--- src/logic/tya_pkg.sv ---
// package for the t1 remote alarm generator: offsets, fields, constants
// assumes a transmit framer that pulses once per frame and per data-link bit
package tya_pkg;

	// ------------------------------------------------------------
	// register map (byte addresses on the avalon slave)
	// ------------------------------------------------------------
	localparam int ADDR_W = 12;
	localparam logic [ADDR_W-1:0] OFF_CONTROL = 12'h108;
	localparam logic [ADDR_W-1:0] OFF_STATUS = 12'h10c;
	localparam logic [7:0] CONTROL_RESET = 8'h00;
	localparam int RULE_BIT = 7;
	localparam int ENABLE_BIT = 6;
	localparam int SEL_MSB = 5;
	localparam int SEL_LSB = 4;
	localparam int STAT_ACTIVE_BIT = 0;
	localparam int STAT_GAP_BIT = 1;
	localparam int STAT_ESF_BIT = 2;

	// ------------------------------------------------------------
	// alarm select codes and patterns
	// ------------------------------------------------------------
	localparam logic [1:0] SEL_OFF = 2'h0;
	localparam logic [1:0] SEL_LOW = 2'h1;
	localparam logic [1:0] SEL_HIGH = 2'h2;
	localparam logic [1:0] SEL_BOTH = 2'h3;
	localparam logic [15:0] PATTERN_HALF = 16'hff00;
	localparam logic [15:0] PATTERN_ONES = 16'hffff;
	localparam logic [7:0] PATTERN_REPEATS = 8'hff;
	localparam logic [3:0] PATTERN_LAST_BIT = 4'hf;

	// ------------------------------------------------------------
	// timing: one second measured in transmitted frames
	// ------------------------------------------------------------
	localparam int FRAME_RATE_HZ = 8000;
	localparam int ONE_SECOND_S = 1;
	localparam int FRAMES_PER_SECOND = FRAME_RATE_HZ * ONE_SECOND_S;

	// ------------------------------------------------------------
	// framing selector codes
	// ------------------------------------------------------------
	localparam logic [2:0] FS_SF = 3'h5;
	localparam logic [2:0] FS_N = 3'h6;
	localparam logic [2:0] FS_T1DM = 3'h7;

	typedef enum logic [2:0] {FR_ESF, FR_SF, FR_N, FR_T1DM, FR_OTHER} tya_framing_t;
	typedef enum logic [1:0] {ST_IDLE, ST_ACTIVE, ST_GAP} tya_mode_t;

	typedef struct packed {
		tya_mode_t mode;
		logic [7:0] ctrl;
		logic lowPrev;
		logic [7:0] patCount;
		logic [3:0] bitIdx;
		logic forceBit2;
		logic forceYLow;
		logic fsOne;
		logic dlOverride;
		logic dlBit;
		logic onesPattern;
		logic waitrequest;
		logic [31:0] readdata;
	} tya_regs_t;

endpackage : tya_pkg

--- src/logic/tya_frame_timer.sv ---
// frame-count timer: restarts on start, raises done after count whole frames
// assumes tick is a one-cycle pulse on the same clock
`timescale 1ns/10ps
`default_nettype none
module tya_frame_timer #(
	parameter int COUNT = 8000,
	parameter int W = $clog2(COUNT + 1)
) (
	input wire logic clock,
	input wire logic resetn,
	input wire logic tick,
	input wire logic start,
	output logic done
);
	typedef struct packed {
		logic [W-1:0] cnt;
		logic done;
	} tya_tmr_t;

	tya_tmr_t st;
	tya_tmr_t next_st;

	// ------------------------------------------------------------
	// counting
	// ------------------------------------------------------------
	always_comb begin
		next_st = st;
		if (start) begin
			next_st.cnt = '0;
			next_st.done = 1'b0;
		end else if (tick && !st.done) begin
			next_st.cnt = st.cnt + 1'b1;
			// first tick only closes the frame that start fell in
			next_st.done = (st.cnt == W'(COUNT));
		end
	end

	always_ff @(posedge clock or negedge resetn) begin
		if (!resetn) begin
			st <= '0;
		end else begin
			st <= next_st;
		end
	end

	assign done = st.done;

endmodule : tya_frame_timer
`default_nettype wire

--- src/logic/tya_alarm_gen.sv ---
// transmit remote alarm generator for one t1 channel, avalon-mm slave
// assumes framing code, frame tick and data-link slot from the framer clock
`timescale 1ns/10ps
`default_nettype none
module tya_alarm_gen
	import tya_pkg::*;
#(
	parameter int FRAMES_PER_SEC = FRAMES_PER_SECOND
) (
	input wire logic clock,
	input wire logic resetn,
	input wire logic [ADDR_W-1:0] avsAddress,
	input wire logic avsRead,
	input wire logic avsWrite,
	input wire logic [31:0] avsWritedata,
	output logic [31:0] avsReaddata,
	output logic avsWaitrequest,
	input wire logic [2:0] framingSelect,
	input wire logic frameTick,
	input wire logic dataLinkSlot,
	output logic forcePayloadBit2,
	output logic forceYBitLow,
	output logic fsFrame12One,
	output logic dataLinkOverride,
	output logic dataLinkBit
);
	tya_regs_t st;
	tya_regs_t next_st;
	tya_framing_t framing;
	logic [1:0] sel;
	logic rule;
	logic enable;
	logic selLow;
	logic want;
	logic rising;
	logic active;
	logic tmrStart;
	logic tmrDone;
	logic [15:0] pattern;

	// ------------------------------------------------------------
	// helpers
	// ------------------------------------------------------------
	function automatic tya_framing_t decodeFraming(input logic [2:0] code);
		if (!code[2]) begin
			return FR_ESF;
		end else if (code == FS_SF) begin
			return FR_SF;
		end else if (code == FS_N) begin
			return FR_N;
		end else if (code == FS_T1DM) begin
			return FR_T1DM;
		end else begin
			return FR_OTHER;
		end
	endfunction : decodeFraming

	// ------------------------------------------------------------
	// one-second timer, shared by hold and gap
	// ------------------------------------------------------------
	tya_frame_timer #(
		.COUNT(FRAMES_PER_SEC)
	) secondTimer (
		.clock(clock),
		.resetn(resetn),
		.tick(frameTick),
		.start(tmrStart),
		.done(tmrDone)
	);

	// ------------------------------------------------------------
	// next state
	// ------------------------------------------------------------
	always_comb begin
		next_st = st;
		framing = decodeFraming(framingSelect);
		rule = st.ctrl[RULE_BIT];
		enable = st.ctrl[ENABLE_BIT];
		sel = st.ctrl[SEL_MSB:SEL_LSB];
		selLow = sel[0];
		tmrStart = 1'b0;

		// duration: the esf count finishes a pulse after select clears
		if (rule) begin
			active = (st.mode == ST_ACTIVE);
		end else if (framing == FR_ESF && st.patCount != 8'h00) begin
			active = 1'b1;
		end else if (sel == SEL_OFF) begin
			active = 1'b0;
		end else if (framing != FR_ESF) begin
			active = 1'b1;
		end else if (sel == SEL_HIGH) begin
			active = 1'b1;
		end else begin
			active = selLow;
		end

		// bus slave: one wait cycle, then the answer
		next_st.waitrequest = !((avsRead || avsWrite) && st.waitrequest);
		if (avsWrite && !st.waitrequest) begin
			if (avsAddress == OFF_CONTROL) begin
				next_st.ctrl = avsWritedata[7:0];
			end
		end
		if (avsRead && st.waitrequest) begin
			if (avsAddress == OFF_CONTROL) begin
				next_st.readdata = {24'h000000, st.ctrl};
			end else if (avsAddress == OFF_STATUS) begin
				next_st.readdata = 32'h00000000;
				next_st.readdata[STAT_ACTIVE_BIT] = active;
				next_st.readdata[STAT_GAP_BIT] = (st.mode == ST_GAP);
				next_st.readdata[STAT_ESF_BIT] = (framing == FR_ESF);
			end else begin
				next_st.readdata = 32'h00000000;
			end
		end

		// enforced rule: enable and a nonzero select set duration, select sets format
		want = rule && enable && (sel != SEL_OFF);
		case (st.mode)
			ST_IDLE: begin
				if (want) begin
					next_st.mode = ST_ACTIVE;
					tmrStart = 1'b1;
					next_st.bitIdx = 4'h0;
				end
			end
			ST_ACTIVE: begin
				if (!rule) begin
					next_st.mode = ST_IDLE;
				end else if (!want && tmrDone) begin
					next_st.mode = ST_GAP;
					tmrStart = 1'b1;
				end
			end
			ST_GAP: begin
				if (!rule || tmrDone) begin
					next_st.mode = ST_IDLE;
				end
			end
			default: begin
				next_st.mode = ST_IDLE;
			end
		endcase

		// low select pulses restart the esf pattern count
		rising = selLow && !st.lowPrev;
		next_st.lowPrev = selLow;
		if (rising && !rule && framing == FR_ESF) begin
			next_st.patCount = PATTERN_REPEATS;
			next_st.bitIdx = 4'h0;
		end else if (dataLinkSlot && st.dlOverride) begin
			next_st.bitIdx = st.bitIdx + 4'h1;
			if (st.bitIdx == PATTERN_LAST_BIT && st.patCount != 8'h00) begin
				next_st.patCount = st.patCount - 8'h01;
			end
		end
		if (selLow) begin
			next_st.onesPattern = (sel == SEL_BOTH);
		end
		// a count left from another framing or the rule would fire later
		if (rule || framing != FR_ESF) begin
			next_st.patCount = 8'h00;
		end

		// format
		next_st.forceBit2 = active && (framing == FR_SF || framing == FR_N)
			&& selLow;
		next_st.fsOne = active && framing == FR_SF && sel == SEL_HIGH;
		next_st.forceYLow = active && framing == FR_T1DM;
		next_st.dlOverride = active && framing == FR_ESF;
		// after a short pulse select reads 00, so the format is remembered
		pattern = (sel == SEL_BOTH || (!rule && sel == SEL_OFF
			&& st.onesPattern)) ? PATTERN_ONES : PATTERN_HALF;
		next_st.dlBit = next_st.dlOverride
			&& pattern[PATTERN_LAST_BIT - next_st.bitIdx];
	end

	// ------------------------------------------------------------
	// registers
	// ------------------------------------------------------------
	always_ff @(posedge clock or negedge resetn) begin
		if (!resetn) begin
			st <= '0;
			st.ctrl <= CONTROL_RESET;
			st.mode <= ST_IDLE;
			st.waitrequest <= 1'b1;
		end else begin
			st <= next_st;
		end
	end

	assign avsReaddata = st.readdata;
	assign avsWaitrequest = st.waitrequest;
	assign forcePayloadBit2 = st.forceBit2;
	assign forceYBitLow = st.forceYLow;
	assign fsFrame12One = st.fsOne;
	assign dataLinkOverride = st.dlOverride;
	assign dataLinkBit = st.dlBit;
endmodule : tya_alarm_gen
`default_nettype wire

--- config.mk ---
export PLATFORM = sky130hd
export DESIGN_NAME = tya_alarm_gen
export DESIGN_NICKNAME = d
export VERILOG_FILES = /design/src/logic/tya_pkg.sv /design/src/logic/tya_frame_timer.sv /design/src/logic/tya_alarm_gen.sv
export SDC_FILE = /design/constraint.sdc
export NUM_CORES = 1
export LEC_CHECK = 0
export BUFFER_PORTS_ARGS = -buffer_cell sky130_fd_sc_hd__buf_4
export CORE_MARGIN = 2
export CORE_UTILIZATION = 50
export CTS_CLUSTER_DIAMETER = 30
export DETAILED_ROUTE_END_ITERATION = 10
export PLACE_DENSITY_LB_ADDON = 0.2
export SYNTH_ARGS = -nofsm -noshare
export SYNTH_HDL_FRONTEND = slang
export SYNTH_SLANG_ARGS = --single-unit
--- constraint.sdc ---
create_clock -name clock -period 2.8 [get_ports clock]
set_clock_uncertainty 0.05 [all_clocks]
set_input_delay 0.56 -clock clock [delete_from_list [all_inputs] [get_ports clock]]
set_output_delay 0.56 -clock clock [all_outputs]
set_load 0.01 [all_outputs]
==> impl_metrics.env <==
export IMPL_pre_cts_slack_ns=0.697
export IMPL_max_freq_mhz=481
export IMPL_r2r_start="next_st[51]"
export IMPL_slowest_stage="a21oi_2"
export IMPL_timing_final_crit_share=0.743
export IMPL_n_antenna_cell=0
export IMPL_criticalPathCategory="flop to flop"
export IMPL_netlist_area_leader_share=0.448
export IMPL_drtIter0Drc=82
export IMPL_finalWeightedCongestion=0.833
export IMPL_relSlewSlack=0.536
export IMPL_synth_seq_area_share=0.457
export IMPL_synth_simple_gate_area_share=0.229
export IMPL_synth_main_ff_cell="dfrtp_1"
export IMPL_synth_seq_cells=52
export IMPL_drive_gt1_frac=0.240
export IMPL_synthArstFlopShare=1.00
export IMPL_powerDensity_nw_per_um2=557
export IMPL_post_synth_top_count_cell="dfrtp_1"
export IMPL_synth_area_leaders="dfrtp_1 45%, buf_4 8.4%, mux2_2 3.6%, nor2_1 3.2%, xnor2_1 2.8%"
export IMPL_gr_usage_all_layers=0.175
export IMPL_synth_distinct_cells=52
export IMPL_rows=27
export IMPL_cts_setup_buffers=0
export IMPL_dp_hpwl_mm=3.70
export IMPL_setup_worst_path_start="next_st[51]"
export IMPL_synth_cells=274
export IMPL_dieWidth_microns=79.5
export IMPL_syn_area_sq_um=2850
export IMPL_cts_tree="done"
export IMPL_regMostFlops="st"
export IMPL_path_cells="o21ai_0 -> nand3_1 -> a21oi_2 -> nor2_1"
export IMPL_firstDrtPassIters=6
export IMPL_vdd_drop_max_v=0.000529
export IMPL_cap_viol_max_count=0
export IMPL_worstPathRequired_ns=2.91
export IMPL_critPathTopFamily="compound AO/OA/AOI/OAI gates"
export IMPL_final_nets=364
export IMPL_cts_sinks=52
export IMPL_routed_via_density=5.22
export IMPL_synth_mux_area_frac=0.0426
export IMPL_dieArea_sq_um=6320
export IMPL_cts_resized=0
export IMPL_hp_class="primary input to asynchronous set/reset pin"
export IMPL_cp_max_fo=14
export IMPL_synth_area_per_cell_sq_um=10.4
export IMPL_clockBufferDepth=2
export IMPL_antenna_found_initial=0
export IMPL_slew_viol_final=0
export IMPL_synth_xor_xnor_area_share=0.0554
export IMPL_critPathMaxStageDelay_ns=0.56
export IMPL_setup_tns_ns=0
export IMPL_synth_top_family_by_area="simple AND/OR/NAND/NOR gates"
export IMPL_fp_dieH_microns=79.5
export IMPL_cts_buffers=5
export IMPL_area_growth_pct=13.3
export IMPL_rsz0062_at_grt="no"
export IMPL_p_leak_nw=1.51
export IMPL_core_sq_um=5510
export IMPL_timing_hold_ws_ns=0.217
export IMPL_insertion_delay_ns=0.30
export IMPL_finalCriticalPeriod_ns=2.08
export IMPL_vias=1983
export IMPL_synth_compound_area_share=0.0923
export IMPL_wl_mm=5.19
export IMPL_hold_viol=0
export IMPL_synth_edf_count=0
export IMPL_arrival_ns=2.19
export IMPL_clkTransAtPathRegs_ns=0.10
export IMPL_overflow=0
export IMPL_final_setup_worst_slack_ns=0.719
export IMPL_cts_root_buf="clkbuf_8"
export IMPL_port_buffers=42
export IMPL_largest_reg_flops=20
export IMPL_grt_max_degree=53
export IMPL_drc=0
export IMPL_start_util=0.517
export IMPL_io_pin_count=91
export IMPL_grt_pass1_wl_mm=8.83
export IMPL_synth_top_cell_by_area="dfrtp_1"
export IMPL_holdBufCountCts=0
export IMPL_cts_max_level=2
export IMPL_status="completed"
export IMPL_setup_violations=0
export IMPL_grt_pass1_vias=1952
export IMPL_tightest_slew_ns=0.687
export IMPL_start_kind="flop"
export IMPL_ant_nets=0
export IMPL_endpoint_kind="flop"
export IMPL_synthTopCellsByCount="51 x dfrtp_1, 32 x buf_4, 24 x nor2_1"
export IMPL_path_buf_inv=0
export IMPL_synthAdderAreaFrac=0.0176
export IMPL_synth_warnings=0
export IMPL_wl_per_cell_microns=13.7
[cell type report]
| class | count | area (sq um) |
|---|---|---|
| multi-input combinational | 199 | 1330 |
| clock buffer | 5 | 68.8 |
| tap | 72 | 90.1 |
| clock inverter | 3 | 90.1 |
| timing repair buffer | 42 | 315 |
| inverter | 7 | 26.3 |
| sequential | 52 | 1300 |
| fill | 495 | 2280 |
[through the flow]
stage / instances / total power, mW / util / area, sq um
after floorplan: 297 / 1.06 / - / 2930
after global placement: 372 / 1.12 / 0.557 / 3070
after detailed placement: 372 / 1.12 / 0.557 / 3070
after CTS: 380 / 1.81 / 0.586 / 3230
after global routing: 380 / 1.89 / 0.586 / 3230
final: 380 / 1.80 / 0.586 / 3230
[worst register-to-register path, stage by stage, from the launching register on]
cell	delay, ns
dfrtp_1	0.52
o21ai_0	0.52
nand3_1	0.16
a21oi_2	0.56
nor2_1	0.12
[report_power, final]
part	internal [mW]	switching, mW	leakage, nW
clock	0.447	0.246	0.0784
sequential	0.807	0.0682	0.710
combinational	0.101	0.129	0.720
[final timing paths]
path	endpoint	slack, ns	cells after the start
min in group clock	avsWaitrequest	0.37	2
setup reg to reg	secondTimer.st[8]	0.72	4
max in group asynchronous	st[49]	2.04	1
hold / removal	st[48]	0.22	1
setup / recovery	secondTimer.st[8]	0.72	4
hold reg to reg	avsWaitrequest	0.45	1
[logic make-up after synthesis]
logic type | after synthesis
compound gates | 38
buf+inv | 46
mux | 11
simple gates | 104
flops | 52
fa+ha+maj | 4
xor+xnor | 18
other cells | 1
[layer usage]
layer	global-route usage	share of wire
met3	0.0351	0.035
met2	0.293	0.51
met5	0	0
met4	0.0466	0.010
met1	0.232	0.45
[layout by cell type (no fill, tap or decap), types with 2 or more instances in the layout]
cell type	count
a21oi_1	11
a22o_1	8
a31oi_1	4
and2_1	2
and4_1	4
buf_4	42
bufinv_16	3
clkbuf_8	5
conb_1	24
dfrtp_1	51
ha_1	4
inv_1	7
mux2_2	9
mux2i_1	2
nand2_1	13
nand2b_1	4
nand3_1	4
nand3b_1	4
nand4_1	8
nand4b_1	3
nor2_1	24
nor2b_1	4
nor3_1	6
nor4_1	3
nor4b_1	4
o21ai_0	6
o22ai_1	2
or2_2	3
or3_1	3
or4_1	2
or4b_4	2
xnor2_1	9
xor2_1	9
Note: power is estimated with default switching activity, not from simulation.
